### config.mk
export PLATFORM = sky130hd
export DESIGN_NAME = ssr_regs
export DESIGN_NICKNAME = d
export VERILOG_FILES = /design/src/hw/ssr_pkg.sv /design/src/hw/ssr_regs.sv
export SDC_FILE = /design/constraint.sdc
export NUM_CORES = 1
export LEC_CHECK = 0
export BUFFER_PORTS_ARGS = -buffer_cell sky130_fd_sc_hd__buf_2
export CAP_MARGIN = 25
export CORE_MARGIN = 1.5
export CORE_UTILIZATION = 45
export DETAILED_ROUTE_END_ITERATION = 16
export PLACE_DENSITY = 0.68
export SLEW_MARGIN = 40
export SYNTH_ARGS = -nofsm -noshare
export SYNTH_HDL_FRONTEND = slang
export SYNTH_SLANG_ARGS = --single-unit
### constraint.sdc
create_clock -name sys_clk_i -period 3.5 [get_ports sys_clk_i]
set_input_delay 0.35 -clock sys_clk_i [delete_from_list [all_inputs] [get_ports sys_clk_i]]
set_output_delay 0.35 -clock sys_clk_i [all_outputs]
set_load 0.01 [all_outputs]
### src/hw/ssr_pkg.sv
// constants and register map for the sensor status and result registers
//
// Operation
// while a new mode is still crossing into the core domain the done flag reads 0 and mode register access is blocked.
// once the crossing completes the done flag reads 1 and mode register access is allowed again.
// the dynamic bus address register returns the currently assigned address in all eight bits.
// the revision byte holds the major number in bits 7:4 and the minor number in bits 3:0.
// pressure result bits 7:0 and 15:8 appear in the low and middle pressure registers.
// pressure result bits 19:16 sit in the low nibble of the high pressure register, upper nibble reserved.
// temperature result bits 7:0 and 15:8 appear in the low and middle temperature registers.
// temperature result bits 19:16 sit in the low nibble of the high temperature register, upper nibble reserved.
// the host polls the done flag for 1 before rewriting the mode register and ignores reserved bits.
package ssr_pkg;

	// register offsets
	localparam logic [7:0] CHIP_CONDITION_ADDR         = 8'hCD;
	localparam logic [7:0] DYNAMIC_BUS_ADDRESS_ADDR    = 8'hCE;
	localparam logic [7:0] SILICON_REVISION_ADDR       = 8'hD3;
	localparam logic [7:0] BAROMETRIC_SAMPLE_LOW_ADDR  = 8'hFA;
	localparam logic [7:0] BAROMETRIC_SAMPLE_MID_ADDR  = 8'hFB;
	localparam logic [7:0] BAROMETRIC_SAMPLE_HIGH_ADDR = 8'hFC;
	localparam logic [7:0] THERMAL_SAMPLE_LOW_ADDR     = 8'hFD;
	localparam logic [7:0] THERMAL_SAMPLE_MID_ADDR     = 8'hFE;
	localparam logic [7:0] THERMAL_SAMPLE_HIGH_ADDR    = 8'hFF;

	// reset values and fill
	localparam logic [7:0]  BYTE_RESET   = 8'h00;
	localparam logic [19:0] SAMPLE_RESET = 20'h00000;
	localparam logic [3:0]  NIBBLE_ZERO  = 4'h0;
	localparam logic [6:0]  COND_FILL    = 7'h00;
	localparam logic [7:0]  UNMAPPED_RD  = 8'h00;

	// field positions inside a 20-bit result
	localparam int LOW_LSB = 0;
	localparam int LOW_MSB = 7;
	localparam int MID_LSB = 8;
	localparam int MID_MSB = 15;
	localparam int TOP_LSB = 16;
	localparam int TOP_MSB = 19;

	// single-bit levels
	localparam logic FLAG_CLEAR = 1'h0;
	localparam logic FLAG_SET   = 1'h1;

	// revision values, arbitrary neutral defaults
	localparam logic [3:0] REV_MAJOR_DEF = 4'h1;
	localparam logic [3:0] REV_MINOR_DEF = 4'h0;

endpackage : ssr_pkg

### src/hw/ssr_regs.sv
// read-only status and result register bank of the sensor
`timescale 1ns/1ps
module ssr_regs #(
	parameter logic [3:0] REV_MAJOR = ssr_pkg::REV_MAJOR_DEF, // arbitrary
	parameter logic [3:0] REV_MINOR = ssr_pkg::REV_MINOR_DEF  // arbitrary
) (
	input  wire logic        sys_clk_i,     // 40 MHz system clock
	input  wire logic        rst_i,         // sync reset, active high
	input  wire logic        rd_en_i,       // register read strobe
	input  wire logic [7:0]  rd_addr_i,     // register read address
	input  wire logic        mode_busy_i,   // mode crossing in progress
	input  wire logic [7:0]  dyn_addr_i,    // assigned dynamic address
	input  wire logic        sample_vld_i,  // new results strobe
	input  wire logic [19:0] press_i,       // pressure result
	input  wire logic [19:0] temp_i,        // temperature result
	output logic [7:0]       rd_data_o,     // read data, one cycle later
	output logic             rd_vld_o,      // read data valid pulse
	output logic             mode_acc_o     // mode register accessible
);

	// status bytes
	logic        mode_done_ff;   // handoff finished
	logic        nxt_mode_done;  // flag taken at the next edge
	logic [7:0]  dyn_addr_ff;    // last seen dynamic address
	logic [7:0]  nxt_dyn_addr;   // address taken at the next edge

	// result bytes, all loaded on the same strobe
	logic [7:0]  press_low_ff;   // pressure bits 7:0
	logic [7:0]  press_mid_ff;   // pressure bits 15:8
	logic [3:0]  press_top_ff;   // pressure bits 19:16
	logic [7:0]  temp_low_ff;    // temperature bits 7:0
	logic [7:0]  temp_mid_ff;    // temperature bits 15:8
	logic [3:0]  temp_top_ff;    // temperature bits 19:16

	// offset decode, one hit per register
	logic        hit_cond;
	logic        hit_dyn;
	logic        hit_rev;
	logic        hit_press_low;
	logic        hit_press_mid;
	logic        hit_press_top;
	logic        hit_temp_low;
	logic        hit_temp_mid;
	logic        hit_temp_top;

	// gated read terms, zero unless their register is hit
	logic [7:0]  term_cond;
	logic [7:0]  term_dyn;
	logic [7:0]  term_rev;
	logic [7:0]  term_press_low;
	logic [7:0]  term_press_mid;
	logic [7:0]  term_press_top;
	logic [7:0]  term_temp_low;
	logic [7:0]  term_temp_mid;
	logic [7:0]  term_temp_top;

	// read path
	logic [7:0]  nxt_rd_data;    // byte for the next answer
	logic        nxt_rd_vld;     // answer due next cycle

	////////////////////////////////////////////////////////////////////////
	// handoff flag: clears while busy, sets when the crossing finishes
	always_ff @(posedge sys_clk_i) begin
		if (rst_i) begin
			mode_done_ff <= ssr_pkg::FLAG_CLEAR;
		end else begin
			mode_done_ff <= nxt_mode_done;
		end
	end

	// done only once the crossing status has dropped
	always_comb begin
		nxt_mode_done = ~mode_busy_i;
	end

	// access gate mirrors the flag so both agree every cycle
	always_ff @(posedge sys_clk_i) begin
		if (rst_i) begin
			mode_acc_o <= ssr_pkg::FLAG_CLEAR;
		end else begin
			mode_acc_o <= nxt_mode_done;
		end
	end

	// dynamic address tracked each cycle
	always_ff @(posedge sys_clk_i) begin
		if (rst_i) begin
			dyn_addr_ff <= ssr_pkg::BYTE_RESET;
		end else begin
			dyn_addr_ff <= nxt_dyn_addr;
		end
	end

	// address passes whole, all eight bits
	always_comb begin
		nxt_dyn_addr = dyn_addr_i;
	end

	////////////////////////////////////////////////////////////////////////
	// pressure low byte; one strobe for all so every byte holds the same sample, though separate reads can span a strobe
	always_ff @(posedge sys_clk_i) begin
		if (rst_i) begin
			press_low_ff <= ssr_pkg::BYTE_RESET;
		end else if (sample_vld_i) begin
			press_low_ff <=
				press_i[ssr_pkg::LOW_MSB:ssr_pkg::LOW_LSB];
		end
	end

	// pressure middle byte
	always_ff @(posedge sys_clk_i) begin
		if (rst_i) begin
			press_mid_ff <= ssr_pkg::BYTE_RESET;
		end else if (sample_vld_i) begin
			press_mid_ff <=
				press_i[ssr_pkg::MID_MSB:ssr_pkg::MID_LSB];
		end
	end

	// pressure top nibble
	always_ff @(posedge sys_clk_i) begin
		if (rst_i) begin
			press_top_ff <= ssr_pkg::NIBBLE_ZERO;
		end else if (sample_vld_i) begin
			press_top_ff <=
				press_i[ssr_pkg::TOP_MSB:ssr_pkg::TOP_LSB];
		end
	end

	// temperature low byte
	always_ff @(posedge sys_clk_i) begin
		if (rst_i) begin
			temp_low_ff <= ssr_pkg::BYTE_RESET;
		end else if (sample_vld_i) begin
			temp_low_ff <=
				temp_i[ssr_pkg::LOW_MSB:ssr_pkg::LOW_LSB];
		end
	end

	// temperature middle byte
	always_ff @(posedge sys_clk_i) begin
		if (rst_i) begin
			temp_mid_ff <= ssr_pkg::BYTE_RESET;
		end else if (sample_vld_i) begin
			temp_mid_ff <=
				temp_i[ssr_pkg::MID_MSB:ssr_pkg::MID_LSB];
		end
	end

	// temperature top nibble
	always_ff @(posedge sys_clk_i) begin
		if (rst_i) begin
			temp_top_ff <= ssr_pkg::NIBBLE_ZERO;
		end else if (sample_vld_i) begin
			temp_top_ff <=
				temp_i[ssr_pkg::TOP_MSB:ssr_pkg::TOP_LSB];
		end
	end

	////////////////////////////////////////////////////////////////////////
	// offset decode; unmapped offsets leave every hit clear
	always_comb begin
		hit_cond      = ssr_pkg::FLAG_CLEAR;
		hit_dyn       = ssr_pkg::FLAG_CLEAR;
		hit_rev       = ssr_pkg::FLAG_CLEAR;
		hit_press_low = ssr_pkg::FLAG_CLEAR;
		hit_press_mid = ssr_pkg::FLAG_CLEAR;
		hit_press_top = ssr_pkg::FLAG_CLEAR;
		hit_temp_low  = ssr_pkg::FLAG_CLEAR;
		hit_temp_mid  = ssr_pkg::FLAG_CLEAR;
		hit_temp_top  = ssr_pkg::FLAG_CLEAR;
		// offsets all differ, so the hits stay one-hot
		case (rd_addr_i)
			ssr_pkg::CHIP_CONDITION_ADDR: begin
				hit_cond = ssr_pkg::FLAG_SET;
			end
			ssr_pkg::DYNAMIC_BUS_ADDRESS_ADDR: begin
				hit_dyn = ssr_pkg::FLAG_SET;
			end
			ssr_pkg::SILICON_REVISION_ADDR: begin
				hit_rev = ssr_pkg::FLAG_SET;
			end
			ssr_pkg::BAROMETRIC_SAMPLE_LOW_ADDR: begin
				hit_press_low = ssr_pkg::FLAG_SET;
			end
			ssr_pkg::BAROMETRIC_SAMPLE_MID_ADDR: begin
				hit_press_mid = ssr_pkg::FLAG_SET;
			end
			ssr_pkg::BAROMETRIC_SAMPLE_HIGH_ADDR: begin
				hit_press_top = ssr_pkg::FLAG_SET;
			end
			ssr_pkg::THERMAL_SAMPLE_LOW_ADDR: begin
				hit_temp_low = ssr_pkg::FLAG_SET;
			end
			ssr_pkg::THERMAL_SAMPLE_MID_ADDR: begin
				hit_temp_mid = ssr_pkg::FLAG_SET;
			end
			ssr_pkg::THERMAL_SAMPLE_HIGH_ADDR: begin
				hit_temp_top = ssr_pkg::FLAG_SET;
			end
			default: begin
				hit_cond = ssr_pkg::FLAG_CLEAR; // unmapped reads zero
			end
		endcase
	end

	////////////////////////////////////////////////////////////////////////
	// condition byte, flag in bit 0 and the rest reserved
	always_comb begin
		term_cond = ssr_pkg::UNMAPPED_RD;
		if (hit_cond) begin
			term_cond = {ssr_pkg::COND_FILL, mode_done_ff};
		end
	end

	// dynamic address byte
	always_comb begin
		term_dyn = ssr_pkg::UNMAPPED_RD;
		if (hit_dyn) begin
			term_dyn = dyn_addr_ff;
		end
	end

	// revision byte, major over minor
	always_comb begin
		term_rev = ssr_pkg::UNMAPPED_RD;
		if (hit_rev) begin
			term_rev = {REV_MAJOR, REV_MINOR};
		end
	end

	// pressure low byte
	always_comb begin
		term_press_low = ssr_pkg::UNMAPPED_RD;
		if (hit_press_low) begin
			term_press_low = press_low_ff;
		end
	end

	// pressure middle byte
	always_comb begin
		term_press_mid = ssr_pkg::UNMAPPED_RD;
		if (hit_press_mid) begin
			term_press_mid = press_mid_ff;
		end
	end

	// pressure top nibble, reserved upper half reads zero
	always_comb begin
		term_press_top = ssr_pkg::UNMAPPED_RD;
		if (hit_press_top) begin
			term_press_top = {ssr_pkg::NIBBLE_ZERO, press_top_ff};
		end
	end

	// temperature low byte
	always_comb begin
		term_temp_low = ssr_pkg::UNMAPPED_RD;
		if (hit_temp_low) begin
			term_temp_low = temp_low_ff;
		end
	end

	// temperature middle byte
	always_comb begin
		term_temp_mid = ssr_pkg::UNMAPPED_RD;
		if (hit_temp_mid) begin
			term_temp_mid = temp_mid_ff;
		end
	end

	// temperature top nibble, reserved upper half reads zero
	always_comb begin
		term_temp_top = ssr_pkg::UNMAPPED_RD;
		if (hit_temp_top) begin
			term_temp_top = {ssr_pkg::NIBBLE_ZERO, temp_top_ff};
		end
	end

	// or of the gated terms; flat and cheap since hits are one-hot
	always_comb begin
		nxt_rd_data = term_cond | term_dyn | term_rev
			| term_press_low | term_press_mid | term_press_top
			| term_temp_low | term_temp_mid | term_temp_top;
	end

	////////////////////////////////////////////////////////////////////////
	// every request is answered, nothing is refused
	always_comb begin
		nxt_rd_vld = rd_en_i;
	end

	// valid pulse, one cycle after the request
	always_ff @(posedge sys_clk_i) begin
		if (rst_i) begin
			rd_vld_o <= ssr_pkg::FLAG_CLEAR;
		end else begin
			rd_vld_o <= nxt_rd_vld;
		end
	end

	// data holds between reads so a slow host can still take it
	always_ff @(posedge sys_clk_i) begin
		if (rst_i) begin
			rd_data_o <= ssr_pkg::BYTE_RESET;
		end else if (nxt_rd_vld) begin
			rd_data_o <= nxt_rd_data;
		end
	end

endmodule : ssr_regs

==> results of run 1 <==
[worst register-to-register path, stage by stage, from the launching register on]
cell and delay (ps):
dfxtp_1 310, or3b_1 400, a2111oi_2 430, a311oi_1 90, a311oi_1 260
[through the flow]
step	setup WS (ps)	std cells	hold WS, ps	power, µW	instance area (µm²)
2_1_floorplan	1936	239	422.4	826.0	2417
3_3_place_gp	1723	362	434.3	884.2	2774
3_5_place_dp	1669	362	435.8	886.9	2779
4_1_cts	1921	378	144.6	1452	2962
5_1_grt	1818	378	165.6	1494	2962
6_report	1913	378	162.1	1438	2962
[where the power goes]
group | switching, µW | internal, µW
combinational | 78.0 | 77.4
sequential | 18.7 | 698
clock | 252 | 313
total | 349 | 1090
[sequential cells by signal, indices dropped and copies added (netlist names), 4 cells and up]
name / count
press_top_ff: 4
temp_top_ff: 4
rd_data_o: 8
temp_low_ff: 8
temp_mid_ff: 8
dyn_addr_ff: 8
press_mid_ff: 8
press_low_ff: 8
[layer usage]
metal	track usage [%]	vias to the layer above	wire length, µm
met2	29.91	72	2459
met3	4.910	14	344
met1	26.51	881	2611
li1	-	968	-
met5	0	-	0
met4	12.22	0	152
[how the worst max path moves through the flow]
| stage | startpoint | end | slack, ps |
|---|---|---|---|
| final | mode_acc_o$_SDFF_PP0_ | rd_data_o[0]$_SDFFE_PP0P_ | 1910 |
| after global placement | rd_addr_i[4] | rd_data_o[0]$_SDFFE_PP0P_ | 1720 |
| after CTS | mode_acc_o$_SDFF_PP0_ | rd_data_o[0]$_SDFFE_PP0P_ | 1920 |
| after global routing | mode_acc_o$_SDFF_PP0_ | rd_data_o[0]$_SDFFE_PP0P_ | 1820 |
| after floorplan | rd_addr_i[5] | rd_data_o[0]$_SDFFE_PP0P_ | 1940 |
| after detailed placement | rd_addr_i[0] | rd_data_o[4]$_SDFFE_PP0P_ | 1670 |
[area by class of cell]
cell class              count  area share [%]
multi-input cells         161           39.29
flip-flops and latches     58           39.21
repair buffers             70           12.00
clock buffers              14           5.830
well taps                  70           2.957
inverters                   3          0.3802
clock inverters             2          0.3380
[synthesized netlist by cell type]
cell type,instances,area share [%]
nand4_1,1,0.26
buf_6,1,0.47
a31oi_1,1,0.26
nor2b_1,11,2.8
mux2_2,6,2.8
and4_2,1,0.41
a2111oi_0,1,0.36
buf_4,1,0.31
a2111oi_2,1,0.62
or2_2,1,0.26
clkbuf_2,1,0.21
a22o_1,1,0.36
dfxtp_1,58,48
mux4_2,3,2.8
nor4_4,1,0.88
nand4_2,1,0.52
and2_2,1,0.31
o31a_1,2,0.72
a211oi_1,2,0.62
mux2i_1,41,17
or3b_1,1,0.36
nor2_1,52,8.1
o21ai_0,1,0.21
and3_1,2,0.52
nand3_1,3,0.62
inv_1,3,0.47
nand2b_1,1,0.26
a221oi_1,2,0.72
nor4_1,1,0.26
clkbuf_1,10,1.6
a22oi_1,7,2.2
a311oi_1,7,2.5
nand2_1,9,1.4
buf_2,4,0.83
[logic make-up (layout without fill, tap and decap cells)]
group / after synthesis / in the layout
AO/OA/AOI/OAI: 25 / 25
flip-flops: 58 / 58
AND/OR/NAND/NOR: 86 / 86
buffers and inverters: 20 / 89
multiplexers: 50 / 50
==> run_results.csv, run 1 <==
group,metric,value,unit
status,status,"finished clean",
min_path,whs_endpoint,"mode_acc_o$_SDFF_PP0_",
drt,post_drt_wl_per_cell,14.73,µm
cells_and_area,num_antenna_cells,0,
critical_path,critPathMaxFanout,2,
grt,grt-ovfl-total,0,
clock_tree,cts-resized-gates,0,
timing,fin_crit_sh,45.34,%
die,die_y,76.29,µm
synth,synth-warning-count,0,
critical_path,cp_num_buf_inv,0,
die,die_w,76.29,µm
clock_tree,hold_buffers,0,
synth,synth_top_family_by_area,"multiplexers",
timing,slew_violations,0,
cells_and_area,final_util,57.62,%
min_path,hold_path_class,"primary input to flip-flop",
critical_path,critical_path.slowest_cell,"a2111oi_2",
drt,num_vias,1935,
timing,clock_skew,6.422,ps
min_path,min_path_cells,2,
critical_path,crit_path_start_kind,"flip-flop",
cells_and_area,layout_common_cells,"buf_2 (68), dfxtp_1 (58), nor2_1 (52), mux2i_1 (41), clkbuf_8 (12)",
synth,netlist_instances,239,
critical_path,timing.rr.end,"rd_data_o[0]$_SDFFE_PP0P_",
timing,fmax,630.2,MHz
critical_path,cp_top_family,"compound AO/OA/AOI/OAI gates",
cells_and_area,finalNetCount,364,
timing,fin_crit,1587,ps
timing,worst_pin_slew,655.0,ps
clock_tree,cts_tree,"done",
drt,drtAntennaViolNets,0,
critical_path,crit_type,"flip-flop to flip-flop",
place,hpwl,3721,µm
timing,setup_viol,0,
clock_tree,clkTransAtPathRegs,60,ps
critical_path,worst-r2r-setup-slack,1910,ps
synth,syn_nets,300,
synth,synth_adder_area_share,0,%
synth,synth-compound-area-share,8.592,%
clock_tree,cts_made_buffers,9,
synth,yosysSeqAreaShare,48.03,%
timing,maxSlewHeadroom,56.33,%
synth,synth_mux_area_share,22.57,%
timing,setup-tns-final,0,ps
critical_path,critical-path-top-cell-by-count,"a311oi_1",
critical_path,crit_chain,"or3b_1 -> a2111oi_2 -> a311oi_1 -> a311oi_1",
synth,yosys.area_share.simple,16.98,%
critical_path,cp.arrival,1840,ps
job,max_cap_viol_count,0,
drt,viasPerCell,5.119,
grt,grt_pass1_wl,9066,µm
synth,synth_cell_types,34,
die,io_pins,71,
place,gp_congestion,0.9046,
power,vdd_drop_max,0.3019,mV
critical_path,crit_required,3750,ps
min_path,min_from,"mode_busy_i",
clock_tree,cts-root-buf,"clkbuf_8",
die,die_area,5820,µm²
power,p_leak,0.001354,µW
grt,grt_pass1_vias,1874,
timing,rsz0062_at_grt,"no",
grt,track_usage,20.19,%
critical_path,worstRegToRegCells,4,
die,start_util,47.03,%
die,rows,26,
clock_tree,post_cts_buffers,0,
cells_and_area,multi_input_area,1164,µm²
critical_path,crit_cells,4,
grt,grt_max_degree,59,
place,port_buffers,70,
grt,antenna_found_initial,0,
cells_and_area,syn_to_final_growth,22.52,%
critical_path,max_stage_delay,430,ps
cells_and_area,layout_commonest_cell,"buf_2",
cells_and_area,seq_area,1161,µm²
synth,ys_seq_elements,58,
cells_and_area,fill_cells,502,
drt,drc_errors,0,
drt,firstDrtPassIters,4,
synth,syn_area,2417,µm²
critical_path,cp-end-kind,"flip-flop",
clock_tree,cts_buffer_depth,2,
critical_path,r2r_start,"mode_acc_o$_SDFF_PP0_",
drt,wl,5568,µm
timing,final-hold-violation-count,0,
power,p_per_area,485.6,nW/µm²
clock_tree,h-tree-depth,3,
clock_tree,worstSkewPairLatency,330,ps
synth,syn-mean-instance-area,10.11,µm²
die,core,5140,µm²
cells_and_area,final_layout_size_suffix_gt1_share,32.14,%
clock_tree,cts_sinks,58,
drt,initialDrtViolationCount,150,
synth,synth_xor_area_share,0,%
Power figures use the tool's default switching activity.
==> inputs of run 2 (changes only) <==
ABC_AREA = 1   (was unset)
PLACE_DENSITY = 0.7   (was 0.68)
clock period = 1.4 ns   (was 3.5 ns; I/O delays follow)
==> run 2 against run 1 <==
Net effect:
- routed wire length grew 15%
- non-clock buffer count up 11
- clock skew up 1.0 ps
- setup slack got worse by 1500 ps
- total power up 140%
- first-iteration DRC count increased by 7.3%
- count of clock-buffer cells in the layout fell by 4
- critical endpoint is now rd_data_o[1]
==> run_results.csv, run 2 <==
group,metric,value,unit
power,vdd_drop_max,0.5746,mV
critical_path,cp_num_buf_inv,1,
power,p_per_area,1108,nW/µm²
critical_path,crit_chain,"buf_2",
drt,wl,6408,µm
synth,netlist_instances,364,
status,status,"finished clean",
power,p_leak,0.001572,µW
cells_and_area,stdcell_count,513,
drt,drtAntennaViolNets,0,
min_path,hold_path_class,"primary input to flip-flop",
clock_tree,h-tree-depth,3,
drt,drc_errors,0,
synth,async_flop_share,0,%
timing,final-hold-violation-count,0,
synth,syn-mean-instance-area,6.830,µm²
clock_tree,cts_buffer_depth,2,
clock_tree,cts_made_buffers,9,
clock_tree,clkTransAtPathRegs,60,ps
critical_path,crit_path_start_kind,"flip-flop",
place,gp_congestion,0.8462,
job,max_cap_viol_count,0,
timing,setup_viol,0,
cells_and_area,layout_commonest_cell,"nor2_1",
critical_path,crit_required,1260,ps
place,hpwl,4579,µm
timing,slew_violations,0,
die,core,5205,µm²
synth,ys.flop_type,"dfxtp_1",
die,start_util,47.76,%
clock_tree,cts_tree,"done",
grt,track_usage,22.42,%
critical_path,crit_start,"rd_data_o[1]$_SDFFE_PP0P_",
timing,setup-tns-final,0,ps
synth,syn_area,2486,µm²
clock_tree,cts_sinks,58,
synth,synth.top_cell.area_share,46.70,%
die,die_area,5980,µm²
cells_and_area,final_layout_size_suffix_gt1_share,23.48,%
drt,initialDrtViolationCount,161,
critical_path,worst-r2r-setup-slack,570,ps
synth,synth_top_cell_by_area,"dfxtp_1",
timing,fmax,1005,MHz
synth,ys_seq_elements,58,
die,rows,26,
place,placed_area,2915,µm²
critical_path,max_stage_delay,370,ps
cells_and_area,layout_common_cells,"nor2_1 (106), buf_2 (70), nand2_1 (61), dfxtp_1 (58), o21ai_0 (48)",
timing,rsz0062_at_grt,"no",
critical_path,cp_top_family,"flip-flops",
synth,yosys.cell_count.top_type,"nor2_1",
critical_path,crit_type,"flip-flop to output port",
cells_and_area,syn_to_final_growth,25.62,%
critical_path,critical_path.slowest_cell,"dfxtp_1",
synth,synth_edf_count,0,
grt,grt_pass1_wl,10440,µm
die,io_pins,71,
timing,worst_pin_slew,386.2,ps
clock_tree,worstSkewPairLatency,340,ps
synth,synth-warning-count,0,
drt,firstDrtPassIters,4,
power,fin_total_pwr,3459,µW
die,die_y,77.33,µm
drt,num_vias,2495,
synth,synthTopCellsByArea,"dfxtp_1 (47%), nor2_1 (16%), o21ai_0 (9.7%)",
grt,antenna_found_initial,0,
synth,synth_cell_types,19,
timing,fin_crit,994.9,ps
grt,grt-ovfl-total,0,
cells_and_area,fin_area,3123,µm²
grt,grt_pass1_vias,2276,
die,die_w,77.33,µm
critical_path,cp-end-kind,"output port",
timing,fin_crit_sh,71.07,%
critical_path,cp.arrival,850,ps
place,post-place-cells,494,
timing,clock_skew,7.445,ps
grt,grt_max_degree,40,
cells_and_area,num_antenna_cells,0,
drt,post_drt_wl_per_cell,12.49,µm
timing,worst_hold_slack,16.00,ps
critical_path,critPathMaxFanout,2,
synth,yosys-top-cells-count,"nor2_1 (106), nand2_1 (61), dfxtp_1 (58)",
clock_tree,cts-root-buf,"clkbuf_8",
min_path,min_from,"dyn_addr_i[4]",
timing,maxSlewHeadroom,74.16,%
cells_and_area,finalNetCount,501,
place,port_buffers,70,
drt,viasPerCell,4.864,
synth,syn_nets,425,
critical_path,r2r_start,"mode_acc_o$_SDFF_PP0_",
synth,yosysSeqAreaShare,46.70,%
[run 2: kinds of logic (layout without fill, tap and decap cells)]
kind of cell	count (synthesis)	after routing	share of synthesized area [%]
simple gates	204	204	33.97
compound gates	59	59	12.03
flops	58	58	46.70
buf+inv	43	122	7.297
[run 2: area by class of cell]
class | instances | area, µm²
Fill cell | 523 | 2082
Sequential cell | 58 | 1161
Multi-Input combinational cell | 263 | 1144
Timing Repair Buffer | 81 | 470.5
Clock buffer | 10 | 137.6
Inverter | 27 | 102.6
Tap cell | 70 | 87.58
Clock inverter | 4 | 20.02
[run 2: power breakdown]
| part | internal [µW] | total [µW] | switching (µW) |
|---|---|---|---|
| registers | 1760 | 1810 | 56.5 |
| logic | 166 | 379 | 213 |
| clock network | 656 | 1270 | 609 |
[run 2: what timing repair did]
| action | 4_1_cts | 5_1_grt |
|---|---|---|
| hold endpoints to repair | 5 | 0 |
| hold buffers | 5 | 0 |
| setup buffers | 0 | 0 |
| gates resized for setup | 0 | 0 |
[run 2: metrics by stage]
stage,setup slack [ps],util (%)
after CTS,409.8,60.00
final,405.1,60.00
after detailed placement,217.5,56.01
after floorplan,521.9,-
after global placement,230.6,56.01
after global routing,395.6,60.00
[run 2: final timing paths]
| path | to | cells after the start |
|---|---|---|
| max | rd_data_o[1] | 1 |
| min reg2reg | press_top_ff[0]$_SDFFE_PP0P_ | 2 |
| max reg2reg | rd_data_o[0]$_SDFFE_PP0P_ | 6 |
| min | dyn_addr_ff[4]$_SDFF_PP0_ | 3 |
[run 2: per-layer routing]
| metal | routed length, µm | vias up | share of wire [%] | GRT usage [%] |
|---|---|---|---|---|
| met1 | 2762 | 1115 | 43 | 27.28 |
| met3 | 351 | 13 | 5.5 | 6.824 |
| met5 | 0 | - | 0 | 0 |
| met4 | 144 | 0 | 2.2 | 8.727 |
| li1 | - | 1295 | - | - |
| met2 | 3149 | 72 | 49 | 37.02 |
